<file path="config.mk">
export PLATFORM = sky130hd
export DESIGN_NAME = bac_port
export DESIGN_NICKNAME = d
export VERILOG_FILES = /design/src/design/bac_pkg.sv /design/src/design/bac_port.sv
export SDC_FILE = /design/constraint.sdc
export NUM_CORES = 1
export LEC_CHECK = 0
export BUFFER_PORTS_ARGS = -buffer_cell sky130_fd_sc_hd__buf_4
export CELL_PAD_IN_SITES_DETAIL_PLACEMENT = 0
export CELL_PAD_IN_SITES_GLOBAL_PLACEMENT = 1
export CORE_MARGIN = 10
export CORE_UTILIZATION = 34
export DETAILED_ROUTE_END_ITERATION = 10
export HOLD_SLACK_MARGIN = 0.02
export PLACE_DENSITY = 0.81
export SYNTH_ARGS = -nofsm -noshare
export SYNTH_HDL_FRONTEND = slang
export SYNTH_SLANG_ARGS = --single-unit
</file>
<file path="constraint.sdc">
create_clock -name sys_clk -period 2.04 [get_ports sys_clk]
set_input_delay 0.204 -clock sys_clk [delete_from_list [all_inputs] [get_ports sys_clk]]
set_output_delay 0.204 -clock sys_clk [all_outputs]
set_load 0.05 [all_outputs]
</file>
<file path="src/design/bac_pkg.sv">
// ****************************************************************
// Shared constants and carriers for the burst address counter port
// ****************************************************************
package bac_pkg;

  // Address and data widths of one port.
  localparam int unsigned ADDR_W = 16;
  localparam int unsigned DATA_W = 18;
  localparam int unsigned LANE_W = 9;
  localparam int unsigned LANES  = 2;

  // Values after reset.
  localparam logic [ADDR_W-1:0] CNT_RST_VAL  = 16'h0000;
  localparam logic [ADDR_W-1:0] MASK_RST_VAL = 16'hffff;  // Unmasked: every bit counts.
  localparam logic [DATA_W-1:0] DATA_RST_VAL = 18'h00000;

  // Length of the wrap pulse in clock cycles.
  localparam int unsigned WRAP_PULSE_CYC = 1;

  // Active-low counter and mask controls, sampled on the port clock.
  typedef struct packed {
    logic addr_counter_clear_n;
    logic addr_counter_load_n;
    logic addr_counter_step_n;
    logic addr_counter_readback_n;
    logic wrap_mask_load_n;
    logic wrap_mask_readback_n;
  } bac_ctl_t;

  // Access controls of the port.
  typedef struct packed {
    logic port_select_low_n;
    logic port_select_high;
    logic read_not_write;
    logic low_lane_select_n;
    logic high_lane_select_n;
  } bac_acc_t;

  // Control word that does nothing; used for reset deselect.
  localparam bac_ctl_t CTL_IDLE = 6'h3f;

endpackage

</file>
<file path="src/design/bac_port.sv">
`timescale 1ns/1ps
// How it works
// - Data pins driven only while output enable is low during a read.
// - Output enable gates the data drivers combinationally, without a clock edge.
// - Counter load low captures the address lines into the counter.
// - Counter step low advances the counter at every rising clock edge.
// - Stepping follows the mask; the unmasked default steps by one.
// - Counter readback low drives the counter value onto the address lines.
// - Counter readback ignores both port selects.
// - Enabled counter readback also reads the word at the counter address.
// - Counter clear low sets the counter to zero.
// - Wrap pulse goes low when a step wraps the masked counter to minimum.
// - Wrap pulse lasts one cycle and returns high by itself.
// - Mask load low captures the address lines into the mask register.
// - Mask readback low drives the mask onto the address lines.
// - Mask readback ignores both port selects.
// - Enabled mask readback reads the word at the presented address.
// - Port is active only with select-low low and select-high high.
// - Global init clears counter, unmasks mask, resets pulse, deselects controls.
// - Low lane gates bits 0 to 8, high lane bits 9 to 17.
module bac_port
  import bac_pkg::*;
(
  // Clock and reset.
  input  wire logic                 sys_clk,
  input  wire logic                 rst_n,
  input  wire logic                 global_init_n,
  // Port controls from the host.
  input  wire bac_pkg::bac_ctl_t    ctl_n,
  input  wire bac_pkg::bac_acc_t    acc,
  input  wire logic                 output_enable_n,
  // Address lines, split into input, output and enable.
  input  wire logic [bac_pkg::ADDR_W-1:0] addr_in,
  output logic [bac_pkg::ADDR_W-1:0]      addr_out,
  output logic                      addr_oe_n,
  // Data lines toward the host.
  output logic [bac_pkg::DATA_W-1:0]      data_out,
  output logic [bac_pkg::LANES-1:0]       data_oe_n,
  // Memory core side.
  output logic [bac_pkg::ADDR_W-1:0]      array_addr,
  output logic                      array_read,
  input  wire logic [bac_pkg::DATA_W-1:0] array_rdata,
  // Counter wrap event.
  output logic                      wrap_pulse_n
);
  import bac_pkg::*;

  // ****************************************************************
  // Helpers
  // ****************************************************************

  // Masked increment: bits outside the mask are forced to one so the carry jumps
  // over them, then the original values are put back in place.
  function automatic logic [ADDR_W-1:0] masked_step(input logic [ADDR_W-1:0] cnt,
                                                    input logic [ADDR_W-1:0] mask);
    logic [ADDR_W-1:0] sum;
    sum = (cnt | ~mask) + 16'h0001;
    return (sum & mask) | (cnt & ~mask);
  endfunction

  // The masked part is at its maximum, so the next step wraps.
  function automatic logic at_wrap(input logic [ADDR_W-1:0] cnt,
                                   input logic [ADDR_W-1:0] mask);
    return (cnt & mask) == mask;
  endfunction

  // ****************************************************************
  // Master reset synchroniser
  // ****************************************************************

  logic init_meta_q;
  logic init_sync_q;
  logic init_meta_d;
  logic init_sync_d;

  // The init pin is asynchronous, so it passes two flops before use.
  always_comb begin
    init_meta_d = global_init_n;
    init_sync_d = init_meta_q;
  end

  always_ff @(posedge sys_clk) begin
    if (!rst_n) begin
      init_meta_q <= 1'b1;
      init_sync_q <= 1'b1;
    end else begin
      init_meta_q <= init_meta_d;
      init_sync_q <= init_sync_d;
    end
  end

  // ****************************************************************
  // Counter, mask and wrap pulse
  // ****************************************************************

  logic [ADDR_W-1:0] cnt_q, cnt_d;
  logic [ADDR_W-1:0] mask_q, mask_d;
  logic              wrap_n_q, wrap_n_d;
  bac_ctl_t          ctl_q, ctl_d;
  bac_acc_t          acc_q, acc_d;
  logic              port_on;

  assign port_on = !acc.port_select_low_n && acc.port_select_high;

  // Next counter, mask and pulse values.
  always_comb begin
    cnt_d    = cnt_q;
    mask_d   = mask_q;
    wrap_n_d = 1'b1;
    ctl_d    = ctl_n;
    acc_d    = acc;
    if (!ctl_n.addr_counter_clear_n) begin
      cnt_d = CNT_RST_VAL;
    end else if (!ctl_n.addr_counter_load_n) begin
      cnt_d = addr_in;
    end else if (!ctl_n.addr_counter_step_n) begin
      cnt_d = masked_step(cnt_q, mask_q);
      wrap_n_d = !at_wrap(cnt_q, mask_q);
    end
    if (!ctl_n.wrap_mask_load_n) begin
      mask_d = addr_in;
    end
    if (!init_sync_q) begin
      cnt_d    = CNT_RST_VAL;
      mask_d   = MASK_RST_VAL;
      wrap_n_d = 1'b1;
      ctl_d    = CTL_IDLE;
      acc_d.port_select_low_n = 1'b1;
    end
  end

  always_ff @(posedge sys_clk) begin
    if (!rst_n) begin
      cnt_q    <= CNT_RST_VAL;
      mask_q   <= MASK_RST_VAL;
      wrap_n_q <= 1'b1;
      ctl_q    <= CTL_IDLE;
      acc_q    <= '1;
    end else begin
      cnt_q    <= cnt_d;
      mask_q   <= mask_d;
      wrap_n_q <= wrap_n_d;
      ctl_q    <= ctl_d;
      acc_q    <= acc_d;
    end
  end

  assign wrap_pulse_n = wrap_n_q;

  // ****************************************************************
  // Address line readback and array access
  // ****************************************************************

  logic [ADDR_W-1:0] arr_addr_q, arr_addr_d;
  logic              arr_rd_q, arr_rd_d;
  logic              rd_q, rd_d;
  logic [DATA_W-1:0] data_q, data_d;

  always_comb begin
    addr_oe_n = ctl_q.addr_counter_readback_n && ctl_q.wrap_mask_readback_n;
    addr_out  = !ctl_q.addr_counter_readback_n ? cnt_q : mask_q;
  end

  // Address for the core: counter readback uses the counter, mask readback
  // uses the presented address, ordinary cycles use the next counter value.
  always_comb begin
    if (!ctl_n.addr_counter_readback_n) begin
      arr_addr_d = cnt_q;
    end else if (!ctl_n.wrap_mask_readback_n) begin
      arr_addr_d = addr_in;
    end else begin
      arr_addr_d = cnt_d;
    end
    arr_rd_d = port_on && acc.read_not_write && init_sync_q;
    rd_d     = arr_rd_q;
    data_d   = arr_rd_q ? array_rdata : data_q;
  end

  always_ff @(posedge sys_clk) begin
    if (!rst_n) begin
      arr_addr_q <= CNT_RST_VAL;
      arr_rd_q   <= 1'b0;
      rd_q       <= 1'b0;
      data_q     <= DATA_RST_VAL;
    end else begin
      arr_addr_q <= arr_addr_d;
      arr_rd_q   <= arr_rd_d;
      rd_q       <= rd_d;
      data_q     <= data_d;
    end
  end

  assign array_addr = arr_addr_q;
  assign array_read = arr_rd_q;
  assign data_out   = data_q;

  // Lane drivers stay combinational on output enable so that releasing the
  // bus never waits for a clock; the price is that a glitch on the pin shows.
  genvar g;
  generate
    for (g = 0; g < LANES; g++) begin : g_lane
      logic lane_sel_n;
      assign lane_sel_n = (g == 0) ? acc_q.low_lane_select_n : acc_q.high_lane_select_n;
      assign data_oe_n[g] = !(rd_q && !lane_sel_n && !output_enable_n);
    end
  endgenerate
endmodule

</file>
==> out/metrics.csv <==
stage,metric,value,unit
job,drv.max_cap_violation_count,0,
worst_setup_path,critPathKind,flop to flop,
sta,setup_slack,-0.0235,ns
worst_setup_path,cpPeakStageDelay,0.48,ns
sta,fin_skew,0.0111,ns
detailed_routing,ant_nets,0,
synth,synthArstFlopShare,0,%
synth,ys.flop_type,dfxtp_1,
die,die_area,14900,µm²
worst_setup_path,cp_max_fo,3,
sta,setup_viol,1,
power,power_density,708,nW/µm²
detailed_routing,vias,3207,
placement,dpl_cell_area,4510,µm²
grt,grtUsageTotal,13.8,%
synth,ys_seq_area_share,42.5,%
power,seqPwrFrac,46.6,%
power,ir_drop,0.366,mV
finish,diodes,0,
synth,synth_nets,442,
power,clkPwrFrac,31.2,%
synth,synth.distinct_cells,49,
synth,synth_seq_cells,75,
detailed_routing,vias_per_cell,5.02,
worst_setup_path,critical_path.most_common_cell,ha_4,
synth,yosysWarnings,0,
worst_setup_path,cpLargestDelayFamily,simple AND/OR/NAND/NOR gates,
power,p_comb_share,22.1,%
grt,antenna_found_initial,0,
die,num_rows,37,
worst_setup_path,worstPathRequired,2.34,ns
finish,drive_gt1_share,34.8,%
synth,synth.area.top_cells,"dfxtp_1, mux2i_1, mux2_2",
cts,tritoncts,yes,
sta,finalMaxSlewViolations,0,
cts,numCtsBuffers,9,
sta,worstMarginPinSlew,0.661,ns
grt,grt-ovfl-total,0,
grt,grt_max_degree,42,
detailed_routing,post_drt_wl_per_cell,16.8,µm
worst_hold_path,holdCritPathClass,input port to flop,
cts,clockBufferDepth,2,
sta,max-slew-margin-rel,55.9,%
synth,synth_edf_count,0,
run_status,violations,negative setup slack,
detailed_routing,drc,0,
sta,max_freq,485,MHz
die,core_area,10200,µm²
worst_setup_path,start_kind,flop,
power,p_sw_share,32.4,%
cts,htree_num_levels,3,
worst_setup_path,path_cells,ha_4 > inv_2 > ha_4 > nor2b_4 > nand2_4 > or2_1 > or4_4 > a31oi_1 > o221a_1,
synth,yosys-top-cells-count,"dfxtp_1, nor2_1, nand2_1, mux2i_1",
grt,grt_pass1_wl,16300,µm
synth,synth_top_cell_by_area,dfxtp_1,
cts,clock_sinks,75,
sta,fin_crit_sh,101,%
synth,synth.most_common_cell,dfxtp_1,
die,fp.dieW,122,µm
placement,io_buffers,103,
placement,hpwlAfterDp,7660,µm
finish,fin_area,4770,µm²
placement,dp_slack,-0.0199,ns
die,die_y,122,µm
finish,area_growth,35.0,%
die,ios,104,
grt,grt_pass1_vias,3090,
cts,cts-root-buf,clkbuf_8,
synth,syn_area_per_cell,9.04,µm²
cts,clkSlewWorstSetupHoldPaths,0.08,ns
worst_setup_path,cp-end-kind,flop,
power,p_sw,1.09,mW
sta,rsz0062_at_grt,true,
sta,fin_tns_setup,-0.0235,ns
power,p_leak,2.01,nW
detailed_routing,firstDrtPassIters,4,
sta,holdWs,0.0697,ns
sta,finalHoldViolations,0,
detailed_routing,wl,10700,µm
synth,synth_top_area_share,42.5,%
sta,period_needed,2.06,ns
worst_setup_path,critical_path_buf_inv_count,1,
synth,synth_area,3530,µm²
run_status,status,"complete, but fails checks",
finish,utilization,46.6,%
worst_setup_path,slowest_stage,or4_4,
cts,clk_latency,0.36,ns
worst_setup_path,cp.arrival,2.37,ns
detailed_routing,drt-initial-drc-count,146,
die,initial_utilization,34.5,%
placement,gp_congestion,0.787,
power,internal_power,2.28,mW
finish,fin_nets,549,
finish,num-fill-cells,975,
synth,syn_inst,391,
-- flip-flops by register name, summed over array words and instances, names as in the netlist --
register           flops
array_addr            16
array_read             1
cnt_q                 16
ctl_q                  2
data_out              18
g_lane.lane_sel_n      2
init_meta_q            1
init_sync_q            1
mask_q                16
rd_q                   1
wrap_pulse_n           1
-- logic make-up (layout without fill, tap and decap cells) --
logic type               count (synthesis)  after routing  synth area share (%)
AND/OR/NAND/NOR                        162            162                  24.7
flip-flops                              75             75                  42.5
AO/OA/AOI/OAI                           59             59                  10.6
multiplexers                            55             55                  16.2
buffers and inverters                   31            143                  3.54
XOR/XNOR                                 7              7                  1.74
adder cells (fa/ha/maj)                  2              2                 0.708
-- path summary, 6_finish.rpt --
path	from	endpoint	slack, ns	cells after the start
setup / recovery	mask_q[0]	array_addr[14]	-0.02	9
hold reg to reg	init_meta_q	init_sync_q	0.41	1
hold / removal	addr_in[15]	mask_q[15]	0.07	3
setup reg to reg	mask_q[0]	array_addr[14]	-0.02	9
-- stage by stage --
| stage | instances | total power, mW |
|---|---|---|
| final | 639 | 3.38 |
| after global routing | 639 | 3.53 |
| after CTS | 639 | 3.40 |
| after detailed placement | 620 | 2.35 |
| after global placement | 620 | 2.34 |
| after floorplan | 391 | 2.08 |
-- power groups by stage --
| stage | logic, mW | registers, mW | clock network, mW |
|---|---|---|---|
| 3_5_place_dp | 0.738 | 1.61 | 0 |
| 6_report | 0.747 | 1.57 | 1.05 |
| 2_1_floorplan | 0.388 | 1.69 | 0 |
| 4_1_cts | 0.746 | 1.57 | 1.08 |
| 5_1_grt | 0.798 | 1.58 | 1.15 |
| 3_3_place_gp | 0.731 | 1.60 | 0 |
-- routing by layer --
metal | vias up | part of all wire [%] | GRT usage, %
li1 | 1583 | - | -
met3 | 15 | 6.1 | 3.56
met2 | 89 | 52 | 23.2
met5 | - | 0 | 0
met1 | 1520 | 41 | 16.5
met4 | 0 | 1.7 | 5.37
-- layout make-up --
type	count	area, µm²	area share, %
Multi-Input combinational cell	285	1990	41.6
Sequential cell	75	1500	31.5
Tap cell	136	170	3.57
Clock inverter	6	38.8	0.813
Timing Repair Buffer	119	905	19.0
Inverter	8	30.0	0.630
Clock buffer	10	138	2.89
-- worst reg2reg max path: stages (launching register included) --
cell     delay [ns]
dfxtp_1        0.36
ha_4           0.18
inv_2          0.06
ha_4           0.11
nor2b_4        0.17
nand2_4        0.06
or2_1          0.22
or4_4          0.48
a31oi_1        0.18
o221a_1        0.20
-- placed cells by master, fill, tap and decap left out, drive strengths merged, types with 10 or more instances in the layout --
cell type  synthesis  layout
buf                4     116
dfxtp             75      75
nor2              42      42
nand2             41      41
mux2i             38      38
o21ai             19      19
mux2              17      17
nand2b            13      13
nand3             12      12
a31oi             11      11
clkbuf            19      10
-- repair_timing --
item,4_1_cts,5_1_grt
gates resized for setup,0,10
buffers inserted,0,0
pin swaps,3,5
hold buffers,3,0
setup endpoints to repair,1,13
gates cloned,0,0
hold endpoints to repair,3,0
Note: power is estimated with default switching activity, not from simulation.
